[src/hw/cre_pkg.sv]
// Package of constants, offsets and carrier types for the control register extension block
package cre_pkg;
   // Register offsets (word-aligned byte addresses)
   localparam logic [7:0] ADDR_CTRL_LO = 8'h00; // Control bits 0..23
   localparam logic [7:0] ADDR_CTRL_HI = 8'h04; // Control bits 24..47
   localparam logic [7:0] ADDR_SESSION = 8'h08; // Write session control
   localparam logic [7:0] ADDR_STATUS = 8'h0C; // Block state, read only
   localparam logic [7:0] ADDR_IRQ_STAT = 8'h10; // Sticky events, read only
   localparam logic [7:0] ADDR_IRQ_CLR = 8'h14; // Write one to clear
   localparam logic [7:0] ADDR_IRQ_EN = 8'h18; // Interrupt enables
   // Control register layout
   localparam int CTRL_W = 48;
   localparam int BASE_W = 24;
   localparam int BIT_FREEZE = 17;
   localparam int BIT_EXT_EN = 21;
   localparam int HDR_LSB = 24;
   localparam int HDR_MSB = 39;
   localparam int LEN_LSB = 40;
   localparam int LEN_MSB = 47;
   // Reset values; upper part holds header 9B58 and frame length 08
   localparam logic [23:0] CTRL_LO_RST = 24'h000000;
   localparam logic [23:0] CTRL_HI_RST = 24'h089B58;
   // Session register bits
   localparam int SES_OPEN = 0;
   localparam int SES_CLOSE = 1;
   // Status register bits
   localparam int ST_INTEG = 0;
   localparam int ST_TIMEOUT_OUTPUT_LINE = 1;
   localparam int ST_PGOOD = 2;
   localparam int ST_EXT = 3;
   localparam int ST_DRV = 4;
   localparam int ST_SES = 5;
   // Interrupt bits
   localparam int IRQ_W = 4;
   localparam int EV_INTEG = 0;
   localparam int EV_THERM = 1;
   localparam int EV_TXTO = 2;
   localparam int EV_PGLOSS = 3;
   // Timing
   localparam int CLK_HZ = 40_000_000;
   localparam int TIMEOUT_OUTPUT_LINE_HOLD_MS = 125;
   localparam int TIMEOUT_OUTPUT_LINE_HOLD_CYC = (CLK_HZ / 1000) * TIMEOUT_OUTPUT_LINE_HOLD_MS;
   // Startup blanking of power good, in cycles
   localparam int PG_START_CYC = 16;
   // Register bus carriers
   typedef struct packed {
      logic [7:0] addr;
      logic [31:0] wdata;
      logic wr;
      logic rd;
   } cre_bus_req_t;
   // Feature gates derived from the control register
   typedef struct packed {
      logic ext_en;
      logic hdr_match_en;
      logic bit_count_en;
      logic freeze_en;
   } cre_feat_t;
   // Power good state machine
   typedef enum logic [1:0] {
      PG_START = 2'b00,
      PG_WAIT = 2'b01,
      PG_GOOD = 2'b11
   } cre_pg_state_t;
endpackage

[src/hw/cre_timeout_output_line_hold.sv]
// Stretcher that holds the time-out indication for a minimum time
module cre_timeout_output_line_hold #(
   parameter int HOLD_CYC = cre_pkg::TIMEOUT_OUTPUT_LINE_HOLD_CYC
) (
   // Clock and reset
   input wire logic ref_clk,
   input wire logic rst,
   // Event in and stretched level out
   input wire logic trig,
   output logic hold
);
   localparam int CW = $clog2(HOLD_CYC + 1);

   // Elaboration refuses a zero-length hold
   if (HOLD_CYC < 1) begin : g_bad_hold
      $error("HOLD_CYC must be at least 1");
   end

   logic [CW-1:0] cnt_r, cnt_nxt;
   logic hold_r, hold_nxt;

   // Restart the count on every trigger; hold while counting
   always_comb begin
      cnt_nxt = cnt_r;
      hold_nxt = hold_r;
      if (trig) begin
         cnt_nxt = CW'(HOLD_CYC - 1);
         hold_nxt = 1'b1;
      end else if (cnt_r != '0) begin
         cnt_nxt = cnt_r - 1'b1;
      end else begin
         hold_nxt = 1'b0;
      end
   end

   always_ff @(posedge ref_clk or posedge rst) begin
      if (rst) begin
         cnt_r <= '0;
         hold_r <= 1'b0;
      end else begin
         cnt_r <= cnt_nxt;
         hold_r <= hold_nxt;
      end
   end

   assign hold = hold_r;
endmodule

[src/hw/cre_top.sv]
// Control register gating, integrity flag, thermal, time-out and power good outputs
// Function
// - Extension enabled makes all 48 bits writable; otherwise only low 24.
// - Header match, bit count and level freeze active only with extension.
// - Control bit 21 is the extension enable.
// - Integrity flag set on incomplete write session or stored content corruption.
// - Integrity flag stays set until a new write session is performed.
// - Thermal shutdown switches the line interface driver off.
// - Time-out line follows the over-temperature condition, not latched.
// - Power good goes high once both regulators report above threshold.
// - Power good low at startup and when either supply falls below.
// - Bit 17 enables level freeze, honoured only with extension active.
// - Header in bits 24..39 MSB first, frame length in bits 40..47.
// - Transmission time-out holds the time-out line high at least 125 ms.
module cre_top #(
   parameter int TIMEOUT_OUTPUT_LINE_HOLD_CYC = cre_pkg::TIMEOUT_OUTPUT_LINE_HOLD_CYC
) (
   // Clock and reset
   input wire logic ref_clk,
   input wire logic rst,
   // Register bus
   input wire logic [7:0] reg_addr,
   input wire logic [31:0] reg_wdata,
   input wire logic reg_wr,
   input wire logic reg_rd,
   output logic [31:0] reg_rdata,
   // Analog monitor inputs, asynchronous
   input wire logic therm_over,
   input wire logic vdc_above_pg,
   input wire logic dvdd_above_pg,
   input wire logic vdc_below_hys,
   input wire logic dvdd_below_hys,
   // Core events, same clock
   input wire logic tx_timeout,
   input wire logic ctrl_corrupt,
   input wire logic tx_drive_req,
   // Outputs
   output logic [47:0] ctrl_word,
   output logic [15:0] frame_header,
   output logic [7:0] frame_length,
   output logic hdr_match_en,
   output logic bit_count_en,
   output logic freeze_en,
   output logic line_interface_driver,
   output logic timeout_output_line,
   output logic register_integrity_flag,
   output logic power_good,
   output logic irq
);
   // Refuse a hold of zero cycles and a blanking that outgrows its counter
   if (TIMEOUT_OUTPUT_LINE_HOLD_CYC < 1) begin : g_bad_hold
      $error("TIMEOUT_OUTPUT_LINE_HOLD_CYC must be at least 1");
   end
   if (cre_pkg::PG_START_CYC < 1 || cre_pkg::PG_START_CYC > 32) begin : g_bad_start
      $error("PG_START_CYC must lie between 1 and 32");
   end

   // Two-flop synchronisers for asynchronous monitor inputs
   // Reset to zero: supplies read low and the die cool until sampled
   logic [4:0] async_in, sync1_r, sync2_r;
   assign async_in = {therm_over, vdc_above_pg, dvdd_above_pg, vdc_below_hys, dvdd_below_hys};
   always_ff @(posedge ref_clk or posedge rst) begin
      if (rst) begin
         sync1_r <= 5'h00;
         sync2_r <= 5'h00;
      end else begin
         sync1_r <= async_in;
         sync2_r <= sync1_r;
      end
   end
   logic therm_s, vdc_up_s, dvdd_up_s, vdc_dn_s, dvdd_dn_s;
   assign {therm_s, vdc_up_s, dvdd_up_s, vdc_dn_s, dvdd_dn_s} = sync2_r;

   // Bus request carrier
   cre_pkg::cre_bus_req_t req;
   assign req = '{addr: reg_addr, wdata: reg_wdata, wr: reg_wr, rd: reg_rd};

   // Address compare shared by the write decoders; the read mux uses a case
   function automatic logic hit(input logic [7:0] a, input logic [7:0] off);
      hit = (a == off);
   endfunction

   // Transmission time-out stretcher
   // Each pulse restarts the stretch, so a burst keeps the line high
   logic txto_hold;
   cre_timeout_output_line_hold #(
      .HOLD_CYC(TIMEOUT_OUTPUT_LINE_HOLD_CYC)
   ) u_hold (
      .ref_clk(ref_clk),
      .rst(rst),
      .trig(tx_timeout),
      .hold(txto_hold)
   );

   // Control register and write session state
   logic [47:0] ctrl_r, ctrl_nxt;
   logic ses_r, ses_nxt;
   logic integ_r, integ_nxt;
   logic wr_lo, wr_hi, wr_ses, ses_open, ses_close, ext_on;
   assign ext_on = ctrl_r[cre_pkg::BIT_EXT_EN];
   assign wr_lo = req.wr && hit(req.addr, cre_pkg::ADDR_CTRL_LO);
   assign wr_hi = req.wr && hit(req.addr, cre_pkg::ADDR_CTRL_HI);
   assign wr_ses = req.wr && hit(req.addr, cre_pkg::ADDR_SESSION);
   assign ses_open = wr_ses && req.wdata[cre_pkg::SES_OPEN];
   assign ses_close = wr_ses && req.wdata[cre_pkg::SES_CLOSE];

   // Session: open, write words, close. The close checks which halves
   // arrived: both when extension is on, else only the low half; a
   // missing half sets the integrity flag. Words written outside a
   // session are dropped, so a stray write cannot half-update the word
   // that the modem core is running on.
   logic got_lo_r, got_lo_nxt, got_hi_r, got_hi_nxt;
   always_comb begin
      ctrl_nxt = ctrl_r;
      ses_nxt = ses_r;
      got_lo_nxt = got_lo_r;
      got_hi_nxt = got_hi_r;
      integ_nxt = integ_r;
      if (ses_open) begin
         ses_nxt = 1'b1;
         got_lo_nxt = 1'b0;
         got_hi_nxt = 1'b0;
         integ_nxt = 1'b0;
      end
      if (wr_lo && (ses_r || ses_open)) begin
         ctrl_nxt[cre_pkg::BASE_W-1:0] = req.wdata[23:0];
         got_lo_nxt = 1'b1;
      end
      if (wr_hi && (ses_r || ses_open) && ext_on) begin
         ctrl_nxt[cre_pkg::CTRL_W-1:cre_pkg::BASE_W] = req.wdata[23:0];
         got_hi_nxt = 1'b1;
      end
      // Extension dropped: upper part goes back to its defaults
      if (!ctrl_nxt[cre_pkg::BIT_EXT_EN]) begin
         ctrl_nxt[cre_pkg::CTRL_W-1:cre_pkg::BASE_W] = cre_pkg::CTRL_HI_RST;
      end
      if (ses_close && ses_r) begin
         ses_nxt = 1'b0;
         if (!got_lo_r || (ext_on && !got_hi_r)) begin
            integ_nxt = 1'b1;
         end
      end
      // Corruption sets the flag; set wins over a session open
      if (ctrl_corrupt) begin
         integ_nxt = 1'b1;
      end
   end

   always_ff @(posedge ref_clk or posedge rst) begin
      if (rst) begin
         ctrl_r <= {cre_pkg::CTRL_HI_RST, cre_pkg::CTRL_LO_RST};
         ses_r <= 1'b0;
         got_lo_r <= 1'b0;
         got_hi_r <= 1'b0;
         integ_r <= 1'b0;
      end else begin
         ctrl_r <= ctrl_nxt;
         ses_r <= ses_nxt;
         got_lo_r <= got_lo_nxt;
         got_hi_r <= got_hi_nxt;
         integ_r <= integ_nxt;
      end
   end

   // Feature gating from the stored word
   // Gates use the next value so they line up with the registered word
   cre_pkg::cre_feat_t feat;
   always_comb begin
      feat.ext_en = ctrl_nxt[cre_pkg::BIT_EXT_EN];
      feat.hdr_match_en = feat.ext_en;
      feat.bit_count_en = feat.ext_en;
      feat.freeze_en = feat.ext_en && ctrl_nxt[cre_pkg::BIT_FREEZE];
   end

   // Power good state machine, low during startup blanking
   // Entry to GOOD also needs both low flags clear, so a supply that
   // sits between the two thresholds cannot make the output bounce
   cre_pkg::cre_pg_state_t pg_r, pg_nxt;
   logic [4:0] pg_cnt_r, pg_cnt_nxt;
   always_comb begin
      pg_nxt = pg_r;
      pg_cnt_nxt = pg_cnt_r;
      case (pg_r)
         cre_pkg::PG_START: begin
            if (pg_cnt_r == 5'(cre_pkg::PG_START_CYC - 1)) begin
               pg_nxt = cre_pkg::PG_WAIT;
            end else begin
               pg_cnt_nxt = pg_cnt_r + 5'h01;
            end
         end
         cre_pkg::PG_WAIT: begin
            if (vdc_up_s && dvdd_up_s && !vdc_dn_s && !dvdd_dn_s) begin
               pg_nxt = cre_pkg::PG_GOOD;
            end
         end
         cre_pkg::PG_GOOD: begin
            if (vdc_dn_s || dvdd_dn_s) begin
               pg_nxt = cre_pkg::PG_WAIT;
            end
         end
         default: pg_nxt = cre_pkg::PG_START;
      endcase
   end

   always_ff @(posedge ref_clk or posedge rst) begin
      if (rst) begin
         pg_r <= cre_pkg::PG_START;
         pg_cnt_r <= 5'h00;
      end else begin
         pg_r <= pg_nxt;
         pg_cnt_r <= pg_cnt_nxt;
      end
   end

   // Interrupt status, enable; set wins over clear
   logic [3:0] ev;
   logic [3:0] ist_r, ist_nxt, ien_r, ien_nxt;
   logic pg_was_r;
   logic ev_integ, ev_therm, ev_txto, ev_pgloss;
   // Rising edge only, so a flag that stays up sets its bit once
   assign ev_integ = integ_nxt && !integ_r;
   // Thermal is a level: its bit sets again after a clear while hot
   assign ev_therm = therm_s;
   // Only the pulse that starts a stretch counts as a new time-out
   assign ev_txto = tx_timeout && !txto_hold;
   // Power good falling, seen in the cycle the output is about to drop
   assign ev_pgloss = pg_was_r && (pg_nxt != cre_pkg::PG_GOOD);
   always_comb begin
      ev = 4'h0;
      ev[cre_pkg::EV_INTEG] = ev_integ;
      ev[cre_pkg::EV_THERM] = ev_therm;
      ev[cre_pkg::EV_TXTO] = ev_txto;
      ev[cre_pkg::EV_PGLOSS] = ev_pgloss;
   end
   always_comb begin
      ist_nxt = ist_r;
      ien_nxt = ien_r;
      if (req.wr && hit(req.addr, cre_pkg::ADDR_IRQ_CLR)) begin
         ist_nxt = ist_nxt & ~req.wdata[3:0];
      end
      // Clear first, then set, so an event in the clear cycle survives
      ist_nxt = ist_nxt | ev;
      if (req.wr && hit(req.addr, cre_pkg::ADDR_IRQ_EN)) begin
         ien_nxt = req.wdata[3:0];
      end
   end

   // Read mux; unmapped addresses read zero
   // The strobe gates the mux, so the data word is zero except in the cycle after the strobe
   logic [31:0] rdata_nxt;
   logic [5:0] status;
   assign status = {ses_r, line_interface_driver, ext_on, power_good, timeout_output_line, integ_r};
   always_comb begin
      rdata_nxt = 32'h00000000;
      if (req.rd) begin
         case (req.addr)
            cre_pkg::ADDR_CTRL_LO: rdata_nxt = {8'h00, ctrl_r[23:0]};
            cre_pkg::ADDR_CTRL_HI: rdata_nxt = {8'h00, ctrl_r[47:24]};
            cre_pkg::ADDR_SESSION: rdata_nxt = {31'h00000000, ses_r};
            cre_pkg::ADDR_STATUS: rdata_nxt = {26'h0000000, status};
            cre_pkg::ADDR_IRQ_STAT: rdata_nxt = {28'h0000000, ist_r};
            cre_pkg::ADDR_IRQ_EN: rdata_nxt = {28'h0000000, ien_r};
            default: rdata_nxt = 32'h00000000;
         endcase
      end
   end

   // Registered outputs
   // Next-state values are registered, so a write shows at the edge that takes it
   always_ff @(posedge ref_clk or posedge rst) begin
      if (rst) begin
         ist_r <= 4'h0;
         ien_r <= 4'h0;
         pg_was_r <= 1'b0;
         reg_rdata <= 32'h00000000;
         ctrl_word <= {cre_pkg::CTRL_HI_RST, cre_pkg::CTRL_LO_RST};
         frame_header <= cre_pkg::CTRL_HI_RST[15:0];
         frame_length <= cre_pkg::CTRL_HI_RST[23:16];
         hdr_match_en <= 1'b0;
         bit_count_en <= 1'b0;
         freeze_en <= 1'b0;
         line_interface_driver <= 1'b0;
         timeout_output_line <= 1'b0;
         register_integrity_flag <= 1'b0;
         power_good <= 1'b0;
         irq <= 1'b0;
      end else begin
         ist_r <= ist_nxt;
         ien_r <= ien_nxt;
         pg_was_r <= (pg_nxt == cre_pkg::PG_GOOD);
         reg_rdata <= rdata_nxt;
         ctrl_word <= ctrl_nxt;
         frame_header <= ctrl_nxt[cre_pkg::HDR_MSB:cre_pkg::HDR_LSB];
         frame_length <= ctrl_nxt[cre_pkg::LEN_MSB:cre_pkg::LEN_LSB];
         hdr_match_en <= feat.hdr_match_en;
         bit_count_en <= feat.bit_count_en;
         freeze_en <= feat.freeze_en;
         // Driver cut from the synchronised thermal level, never the raw pin
         line_interface_driver <= tx_drive_req && !therm_s;
         timeout_output_line <= therm_s || txto_hold || tx_timeout;
         register_integrity_flag <= integ_nxt;
         power_good <= (pg_nxt == cre_pkg::PG_GOOD);
         irq <= |(ist_nxt & ien_nxt);
      end
   end
endmodule

[config.mk]
export PLATFORM = sky130hd
export DESIGN_NAME = cre_top
export DESIGN_NICKNAME = d
export VERILOG_FILES = /design/src/hw/cre_pkg.sv /design/src/hw/cre_timeout_output_line_hold.sv /design/src/hw/cre_top.sv
export SDC_FILE = /design/constraint.sdc
export NUM_CORES = 1
export LEC_CHECK = 0
export BUFFER_PORTS_ARGS = -buffer_cell sky130_fd_sc_hd__buf_2
export CAP_MARGIN = 0
export CELL_PAD_IN_SITES_DETAIL_PLACEMENT = 1
export CELL_PAD_IN_SITES_GLOBAL_PLACEMENT = 2
export CORE_MARGIN = 2
export CORE_UTILIZATION = 35
export DETAILED_ROUTE_END_ITERATION = 8
export PLACE_DENSITY_LB_ADDON = 0.1
export SLEW_MARGIN = 15
export SYNTH_ARGS = -nofsm -noshare
export SYNTH_HDL_FRONTEND = slang
export SYNTH_SLANG_ARGS = --single-unit
export TNS_END_PERCENT = 1
[constraint.sdc]
create_clock -name ref_clk -period 5.6 [get_ports ref_clk]
set_input_delay 0.56 -clock ref_clk [delete_from_list [all_inputs] [get_ports ref_clk]]
set_output_delay 0.56 -clock ref_clk [all_outputs]
set_load 0.02 [all_outputs]
### Word-level counts from Yosys, hierarchy flattened

Cells that the tools add are included.

| word-level totals | value |
|---|---|
| input port bits | 52 |
| register bits | 163 |
| logic and storage cells | 107 |
| output and inout port bits | 112 |

| cells by class | value |
|---|---|
| $add $sub $neg | 2 |
| eq/ne operators | 12 |
| reduce and logical (&&, ||, !) cells | 41 |
| bitwise operators | 5 |
| multiplexer cells | 24 |

Operators by type and width:

| cell | number |
|---|---|
| 24-bit case mux with 6 select lines | 1 |
| 24-bit two-way mux | 3 |
| 23-bit two-way mux | 2 |
| 8-bit by 5-bit == test with 1-bit output, second input constant | 3 |
| 23-bit nonzero test | 1 |
| 23-bit by 1-bit subtractor with 23-bit output, second input constant | 1 |
| 22-bit two-way mux | 1 |
| 1-bit logical AND | 20 |
| 8-bit by 4-bit == test with 1-bit output, second input constant | 2 |
| 1-bit two-way mux | 11 |
| 4-bit bitwise AND | 2 |
| 8-bit by 3-bit == test with 1-bit output, second input constant | 1 |
| 8-bit logical NOT | 1 |
| 4-bit two-way mux | 2 |
| 2-bit nonzero test | 4 |
| 1-bit logical NOT | 7 |
| 2-bit two-way mux | 3 |
| 2-bit case mux with 3 select lines | 1 |
| 5-bit by 1-bit adder with 5-bit output, second input constant | 1 |
| 5-bit by 4-bit == test with 1-bit output, second input constant | 1 |
| 1-bit logical OR | 5 |
| 2-bit == test, second input constant | 2 |
| 2-bit != test, second input constant | 2 |
| 4-bit inverter | 1 |
| 6 further kinds | 6 |

### Logic depth before layout (Yosys ltp)

Gate-level depths: netlist (run 1).

| depth | value |
|---|---|
| depth after elaboration | 11 |
| gate-level depth with buffers | 8 |

### By module

A second synthesis (run 1) with hierarchy kept.

| unflattened totals | value |
|---|---|
| cell total of the unflattened synthesis | 527 |
| area, all modules | 5815.6 um2 |

By module, submodules not included:

| module | times used | cells each | area each (um2) | sequential area each (um2) |
|---|---|---|---|---|
| cre_top | 1 | 395 | 4530.6 | 2663.8 |
| cre_timeout_output_line_hold | 1 | 132 | 1285.0 | 600.6 |

### Least setup slack after synthesis (run 1)

Ideal clock, no wire load.

| path | value |
|---|---|
| path kind | input -> register |
| from | input port reg_addr[5] |
| to | register ctrl_word[47] |
| arrival time | 2.445 ns |
| setup time | 0.066 ns |
| slack | 3.089 ns |
| stages on the path | 6 |
| data required time | 5.534 ns |
| path through | nor4b_1 -> nand4b_1 -> mux2i_1 -> nor2_1 -> clkbuf_1 -> a22o_1 |

| between the ends | value |
|---|---|
| word-level cells in the longest chain between the ends | 8 |
| elaborated cells on any way between the ends | 14 |

RTL lines:

| what | line | source |
|---|---|---|
| start: declaration | cre_top.sv:22 | `input wire logic [7:0] reg_addr,` |
| 8-bit by 4-bit == test with 1-bit output | cre_top.sv:80 | `hit = (a == off);` |
| 1-bit logical AND | cre_top.sv:103 | `assign wr_ses = req.wr && hit(req.addr, cre_pkg::ADDR_SESSION);` |
| 1-bit logical AND | cre_top.sv:104 | `assign ses_open = wr_ses && req.wdata[cre_pkg::SES_OPEN];` |
| 1-bit logical OR | cre_top.sv:125, cre_top.sv:129 |  |
| 1-bit logical AND (2 in a row) | cre_top.sv:129 | `if (wr_hi && (ses_r \|\| ses_open) && ext_on) begin` |
| 24-bit two-way mux | cre_top.sv:129 |  |
| 24-bit two-way mux * | cre_top.sv:134 | `if (!ctrl_nxt[cre_pkg::BIT_EXT_EN]) begin` |
| end signal: assignment | cre_top.sv:276 | `ctrl_word <= {cre_pkg::CTRL_HI_RST, cre_pkg::CTRL_LO_RST};` |
| end signal: assignment | cre_top.sv:292 | `ctrl_word <= ctrl_nxt;` |
| end: declaration | cre_top.sv:38 | `output logic [47:0] ctrl_word,` |

Mark *: on every way between the ends. The rest lies on a longest branch, timed or not.
A chain may end at the register's enable or synchronous reset.

### Final worst setup path (run 1)

| path | value |
|---|---|
| from | input port reg_addr[5] |
| to | register frame_header[5] |

| between the ends | value |
|---|---|
| word-level cells in the longest chain between the ends | 8 |
| elaborated cells on any way between the ends | 14 |

RTL lines:

| what | line | source |
|---|---|---|
| 8-bit by 4-bit == test with 1-bit output | cre_top.sv:80 |  |
| 1-bit logical AND | cre_top.sv:103 |  |
| 1-bit logical AND | cre_top.sv:104 |  |
| 1-bit logical OR | cre_top.sv:125, cre_top.sv:129 |  |
| 1-bit logical AND (2 in a row) | cre_top.sv:129 |  |
| 24-bit two-way mux | cre_top.sv:129 |  |
| 24-bit two-way mux * | cre_top.sv:134 |  |
| end signal: assignment | cre_top.sv:277 | `frame_header <= cre_pkg::CTRL_HI_RST[15:0];` |
| end signal: assignment | cre_top.sv:293 | `frame_header <= ctrl_nxt[cre_pkg::HDR_MSB:cre_pkg::HDR_LSB];` |
| end: declaration | cre_top.sv:39 | `output logic [15:0] frame_header,` |

Marks and branches as above.

==> key figures, run 1 <==
GRT
  • Vias in the first global route: 4445
  • First-pass GRT wire length: 24.4 mm
  • Pin count of the biggest net entering global routing: 58
  • Initial antenna violation count: 0
  • All-Layer GR Usage: 18.0%
  • Grt total ovfl: 0

Clock network
  • Cts bufs inserted: 17
  • Post-CTS Setup Repair Bufs: 0
  • Clock root buffer: clkbuf_16
  • Hold_buf cts: 0
  • Clock latency on the worst-skew pair: 0.42 ns
  • Cells resized by post-CTS repair: 0
  • Reg clk slew, reported paths: 0.06 ns
  • Clock tree sinks: 130
  • CTS Buffer Depth: 2
  • CTS H-tree lvls: 4
  • CTS tree: yes

Run
  • Max_cap viols: 0

Detailed routing
  • DR pass1 iterations: 4
  • Detail Route Antenna Nets: 0
  • Top layer in use: met4
  • Met3 wire len: 861 um
  • DRT iter0 DRCs: 162
  • Post-Route WL: 15.1 mm
  • DR WL/cell: 18.1 um
  • Metal-1 WL: 6.62 mm
  • Vias per cell: 5.13
  • Met2 wire length: 7.38 mm
  • DRC errors left: 0
  • Via Count: 4282

Placed design
  • IO buf count: 147
  • Placed inst area: 0.00642 mm2
  • Placer Congestion: 0.746
  • Hpwl dp: 10.4 mm

Synth
  • Async S/R FF share, synth: 100%
  • Top_reg_cell synth: dfrtp_1
  • Netlist Area Pre-Place: 0.00566 mm2
  • Post-Synthesis Cells: 479
  • Sequential fraction of the synthesis area: 57.7%
  • EDFF count, synth: 0
  • Synth Register Bits: 130
  • Distinct cells, synth: 58
  • Yosys Warn Count: 0
  • Mapped Avg Cell Area: 11.8 um2

Timing
  • Fmax: 345 MHz
  • # setup viols final: 0
  • Post-route minimum period: 2.89 ns
  • Slew @ Worst Pin: 0.932 ns
  • Final slew viol count: 0
  • Crit share post-route: 51.7%
  • Final setup TNS: 0 ns
  • Worst slew margin: 37.0%
  • Hold Vio Cnt, Final: 0
  • Worst clock skew: 0.00818 ns
  • Unrepaired setup endpoints after global routing: no

Power
  • Pwr Density: 307 mW/mm2
  • Worst VDD drop: 0.000231 V
  • Pleak: 0.00328 uW

Floorplanning
  • Die height: 131 um
  • Top Ports: 164
  • Core area: 0.0158 mm2
  • Die area: 0.0172 mm2
  • Row count: 46
  • Initial core utilization: 35.7%
  • Chip width: 131 um

Layout
  • Layout Utilization: 44.3%
  • Post-route design area: 0.00701 mm2
  • N_diodes: 0
  • Share of cells above drive strength 1: 38.0%
  • Fin nets: 660
  • Synthesis-to-finish area growth: 23.9%

Min path
  • Worst min path class: in -> async

Worst setup path
  • Largest fanout on the critical path: 26
  • Required @ worst endpoint: 5.90 ns
  • CP endpoint kind: register
  • CP Class: in -> reg
  • Startpoint Class: input port
  • Worst EP arrival: 3.19 ns

Status
  • Status: finished clean
## cells by family (layout without fill, tap and decap cells)
| family | count (synthesis) | after routing | synth area share, % |
|---|---|---|---|
| buffers and inverters | 71 | 203 | 7.25 |
| AO/OA/AOI/OAI | 87 | 87 | 11.8 |
| other | 1 | 8 | 0.0663 |
| adder cells (fa/ha/maj) | 3 | 3 | 0.663 |
| multiplexers | 41 | 41 | 7.85 |
| XOR/XNOR | 13 | 13 | 2.01 |
| flip-flops | 130 | 130 | 57.7 |
| AND/OR/NAND/NOR | 133 | 133 | 12.7 |
## where the power goes
part           total, uW  switching [uW]  internal (uW)
clock network       1120             418            702
registers            958            6.86            951
logic               74.8            51.5           23.3
total               2150             476           1680
## critical path, cell delays in order
cell,delay [ns]
buf_2,0.10
nor4b_1,0.81
nand4b_1,0.28
nor2_4,0.75
nor2_2,0.38
a22o_1,0.29
## routing by layer
layer	track usage [%]	vias to the layer above
li1	-	1932
met5	0	-
met2	29.5	115
met4	5.01	0
met3	6.33	15
met1	22.8	2220
## cell usage in the layout, fill, tap and decap left out, types with 14 or more instances in the layout
cell type	instances
a22oi_1	22
mux2_2	27
buf_2	147
nand2_1	23
dfrtp_1	121
mux2i_1	14
clkbuf_16	17
inv_1	15
a22o_1	16
nor2_1	35
## cells in the mapped netlist (all sizes together) (4+ instances only)
library cell  number  area, um2
nand2b             6       37.5
a31oi              4       25.0
clkbuf            18       67.6
nand2             23       86.3
xor2               7       61.3
o21ai              8       40.0
nor2              38        143
a22oi             22        165
a22o              16        140
nor2b              5       31.3
buf               37        283
xnor2              6       52.6
nor4               8       56.3
dfstp              9        236
inv               16       60.1
a21o               4       30.0
or2                4       25.0
mux2              27        304
nor3              11       55.1
dfrtp            121       3030
a21oi              9       45.0
nand4              6       37.5
or4                5       45.0
nor4b              5       43.8
or3                7       48.8
mux2i             14        140
o211ai             5       42.5
## per-stage QoR
| step | std cells | total power, uW | hold WS (ns) | setup WS (ns) |
|---|---|---|---|---|
| floorplan | 486 | 1020 | 0.331 | 1.59 |
| global placement | 802 | 1050 | 0.333 | 2.25 |
| detailed placement | 802 | 1050 | 0.336 | 2.22 |
| CTS | 834 | 2180 | 0.0842 | 2.66 |
| global route | 834 | 2230 | 0.0985 | 2.49 |
| finish | 834 | 2150 | 0.0913 | 2.71 |
## area by class of cell
type,instances,area (um2)
Multi-Input combinational cell,285,2020
Inverter,16,62.6
Clock inverter,12,158
Timing Repair Buffer,155,796
Sequential cell,130,3260
Fill cell,1712,8820
Clock buffer,20,437
Tap cell,216,270
## flip-flops by register name, summed over array words and instances (netlist names)
register / cells
pg_cnt_r: 5
sync1_r: 5
pg_was_r: 1
ses_r: 1
frame_length: 7
timeout_output_line: 1
got_lo_r: 1
u_hold.cnt_r: 23
pg_r: 2
got_hi_r: 1
reg_rdata: 24
line_interface_driver: 1
frame_header: 15
irq: 1
ist_r: 4
u_hold.hold: 1
ctrl_word: 26
sync2_r: 5
register_integrity_flag: 1
freeze_en: 1
ien_r: 4
## final timing paths
kind,from,to,slack [ns],cells after the start
max in group asynchronous,rst,reg_rdata[4],4.49,3
min in group ref_clk,vdc_above_pg,sync1_r[3],0.25,1
max reg2reg,u_hold.cnt_r[20],u_hold.cnt_r[19],2.99,5
max,reg_addr[5],frame_header[5],2.71,6
min reg2reg,sync1_r[3],sync2_r[3],0.35,0
min,rst,reg_rdata[18],0.09,2
(Power assumes the default switching activity.)
==> run 2, diff against run 1 <==
- ABC_AREA: not set -> 1
- CORE_UTILIZATION: 35 -> 30
- clock period: 5.6 -> 2.8 ns (I/O delays scaled with it)
==> run 2 against run 1 <==
Combinational power rose to 6.9 times the previous value. Design area up 7.7%. Die area up 24%. Final cell count up 36%. Worst setup slack worse by 2.1 ns. Clock skew up 0.0031 ns. Utilization down 5.9 points. First-iteration DRC count up 15%. Critical endpoint is now u_hold.cnt_r[9].
==> key figures, run 2 <==
Power
  • Pleak: 0.00388 uW (+18%)
  • Sw Ratio: 26.5% (+4.4 points)
  • Pwr Density: 659 mW/mm2 (+110%)
  • Worst VDD drop: 0.000394 V (+71%)
  • Clock power share: 48.0% (-4.0 points)
  • Combinational fraction of design power: 10.4% (+6.9 points)
  • Final Power: 4980 uW (+130%)
  • Share of power burned in registers: 41.6% (-2.9 points)
  • Sw power: 1320 uW (+180%)
  • Internal: 3660 uW (+120%)

Layout
  • Most common cell after layout, fill and taps aside: nand2_1
  • Share of cells above drive strength 1: 24.9% (-13 points)
  • Max reg flops: 26 (unchanged)
  • Synthesis-to-finish area growth: 24.8%
  • Biggest regs: ctrl_word (26), reg_rdata (24), u_hold.cnt_r (23)
  • Most flops, register: ctrl_word
  • Fin nets: 911 (+38%)
  • Commonest cells after routing, fill and taps aside: nand2_1 (222), buf_2 (147), dfrtp_1 (121), nor2_1 (86), inv_1 (56)

Synth
  • Mapped Avg Cell Area: 8.35 um2 (-29%)
  • Async S/R FF share, synth: 100% (unchanged)
  • Yosys Warn Count: 0 (unchanged)
  • Top_reg_cell synth: dfrtp_1
  • Sequential fraction of the synthesis area: 54.0% (-3.7 points)
  • Synth Register Bits: 130 (unchanged)
  • Netlist Area Pre-Place: 0.00605 mm2 (+6.9%)
  • Synth top area cells: dfrtp_1 (50%), nand2_1 (14%), nor2_1 (5.3%)
  • Distinct cells, synth: 37 (-36%)
  • Top-area cell type share of the netlist area: 50.1% (-3.5 points)
  • Top cell type by total area after synthesis: dfrtp_1
  • Top-count cell post-synth: nand2_1
  • Post-synth top cells: nand2_1 (222), dfrtp_1 (121), nor2_1 (86)
  • EDFF count, synth: 0 (unchanged)
  • Post-Synthesis Cells: 724 (+51%)

Detailed routing
  • Via Count: 5211 (+22%)
  • DR WL/cell: 16.4 um (-9.1%)
  • DR pass1 iterations: 4 (unchanged)
  • Detail Route Antenna Nets: 0 (unchanged)
  • Post-Route WL: 18.6 mm (+24%)
  • DRT iter0 DRCs: 186 (+15%)
  • DRC errors left: 0 (unchanged)
  • Vias per cell: 4.59 (-11%)

Timing
  • Final setup TNS: 0 ns (unchanged)
  • Fmax: 461 MHz
  • Final slew viol count: 0 (unchanged)
  • Worst clock skew: 0.0113 ns (+0.00314 ns)
  • Crit share post-route: 77.5%
  • Post-route minimum period: 2.17 ns
  • Hold Vio Cnt, Final: 0 (unchanged)
  • Unrepaired setup endpoints after global routing: no
  • Worst slew margin: 56.1% (+19 points)
  • PnR worst setup slack: 0.629 ns (-2.08 ns)
  • # setup viols final: 0 (unchanged)
  • Slew @ Worst Pin: 0.658 ns (-0.275 ns)

Placed design
  • IO buf count: 147 (unchanged)
  • Dpl ws: 0.529 ns (-1.69 ns)
  • Placer Congestion: 0.778 (+4.2%)
  • Hpwl dp: 13.4 mm (+29%)

Floorplanning
  • Chip width: 146 um (+11%)
  • Initial core utilization: 30.8% (-5.0 points)
  • Core area: 0.0197 mm2 (+24%)
  • Row count: 51 (+11%)
  • Die height: 146 um (+11%)
  • Top Ports: 164 (unchanged)
  • Die area: 0.0213 mm2 (+24%)

Worst setup path
  • R2R depth: 10 (+5)
  • CP endpoint kind: register
  • Required @ worst endpoint: 3.10 ns (-2.80 ns)
  • Largest fanout on the critical path: 9 (-65%)
  • Startpoint Class: register
  • R2r setup slk: 0.63 ns (-2.36 ns)
  • Crit Reg-Reg Endpoint: u_hold.cnt_r[9]
  • Worst EP arrival: 2.47 ns (-0.72 ns)
  • CP Launch Point: u_hold.cnt_r[0]
  • CP Class: reg -> reg
  • Reg2reg start: u_hold.cnt_r[0]
  • Crit path capture: u_hold.cnt_r[9]

Run
  • Max_cap viols: 0 (unchanged)

Clock network
  • CTS H-tree lvls: 4 (unchanged)
  • CTS Buffer Depth: 2 (unchanged)
  • Clock tree sinks: 130 (unchanged)
  • CTS tree: yes
  • Clock latency on the worst-skew pair: 0.42 ns (about the same)
  • Cells resized by post-CTS repair: 0 (unchanged)
  • Reg clk slew, reported paths: 0.06 ns (about the same)
  • Cts bufs inserted: 17 (unchanged)
  • Clock root buffer: clkbuf_16

GRT
  • Pin count of the biggest net entering global routing: 55 (-5.2%)
  • Grt total ovfl: 0 (unchanged)
  • Vias in the first global route: 5620 (+26%)
  • First-pass GRT wire length: 30.5 mm (+25%)
  • Initial antenna violation count: 0 (unchanged)
  • All-Layer GR Usage: 18.3% (+0.22 points)

Min path
  • Worst min path class: in -> reg
  • Hold Crit Start: tx_drive_req

Status
  • Status: finished clean
## run 2: cell count changes in the layout (fill, tap and decap cells not counted), sizes merged, moves of 16 or more
cell,change
a22oi,-22
a22o,-16
nand2,+204
a21oi,+20
mux2,-27
nand3,+35
inv,+47
o21ai,+16
nor2,+53
## run 2: what timing repair did
action                    in CTS  in global routing
hold buffers                   6                  0
hold endpoints to repair      25                  0
buffers inserted               0                  0
## run 2: final cells by class
class	count	area (um2)
multi-input cells	483	2200
repair buffers	161	881
inverters	63	240
flip-flops and latches	130	3260
diodes	1	2.50
clock buffers	18	429
fillers	2394	12100
well taps	265	332
clock inverters	14	201
## run 2: power groups by stage
| stage | Clock [uW] | Sequential [uW] | Combinational (uW) |
|---|---|---|---|
| 6_report | 2390 | 2070 | 517 |
| 5_1_grt | 2510 | 2090 | 568 |
| 4_1_cts | 2450 | 2080 | 527 |
| 3_5_place_dp | 0 | 2110 | 519 |
| 3_3_place_gp | 0 | 2100 | 514 |
| 2_1_floorplan | 0 | 2180 | 294 |
## run 2: critical path: stages, from the launching register on
cell     delay [ns]
dfrtp_1        0.36
inv_1          0.13
ha_1           0.29
nand2_1        0.14
nor2_1         0.25
nand2_1        0.08
nor2_1         0.29
buf_4          0.24
nor3_1         0.07
nor3_1         0.13
inv_1          0.06
## run 2: layer usage
metal | vias up | track usage, % | routed length (um)
li1 | 2512 | - | -
met1 | 2566 | 22.8 | 8330
met2 | 116 | 32.1 | 9420
met3 | 17 | 3.48 | 685
met4 | 0 | 5.39 | 197
met5 | - | 0 | 0
## run 2: worst min path at each step
stage	slack (ns)	endpoint	cells after the start
final	0.06	line_interface_driver	3
after floorplan	0.31	sync1_r[0]	0
after global placement	0.33	sync2_r[1]	0
after global routing	0.06	line_interface_driver	3
after detailed placement	0.34	sync2_r[3]	0
after CTS	0.04	line_interface_driver	3
## run 2: logic make-up after synthesis
| family | share of synthesized area, % |
|---|---|
| flops | 54.0 |
| other cells | 0.0620 |
| compound gates | 5.57 |
| xor+xnor | 1.88 |
| fa+ha+maj | 0.621 |
| buf+inv | 10.1 |
| simple gates | 27.8 |
## run 2: metrics by stage
| stage | std cells | instance area, um2 | utilization [%] | hold slack (ns) |
|---|---|---|---|---|
| 6_report | 1135 | 7550 | 38.4 | 0.0561 |
| 5_1_grt | 1134 | 7550 | 38.4 | 0.0584 |
| 4_1_cts | 1134 | 7550 | 38.4 | 0.0379 |
| 3_5_place_dp | 1096 | 6860 | 34.9 | 0.340 |
| 3_3_place_gp | 1096 | 6860 | 34.9 | 0.332 |
| 2_1_floorplan | 731 | 6080 | - | 0.311 |
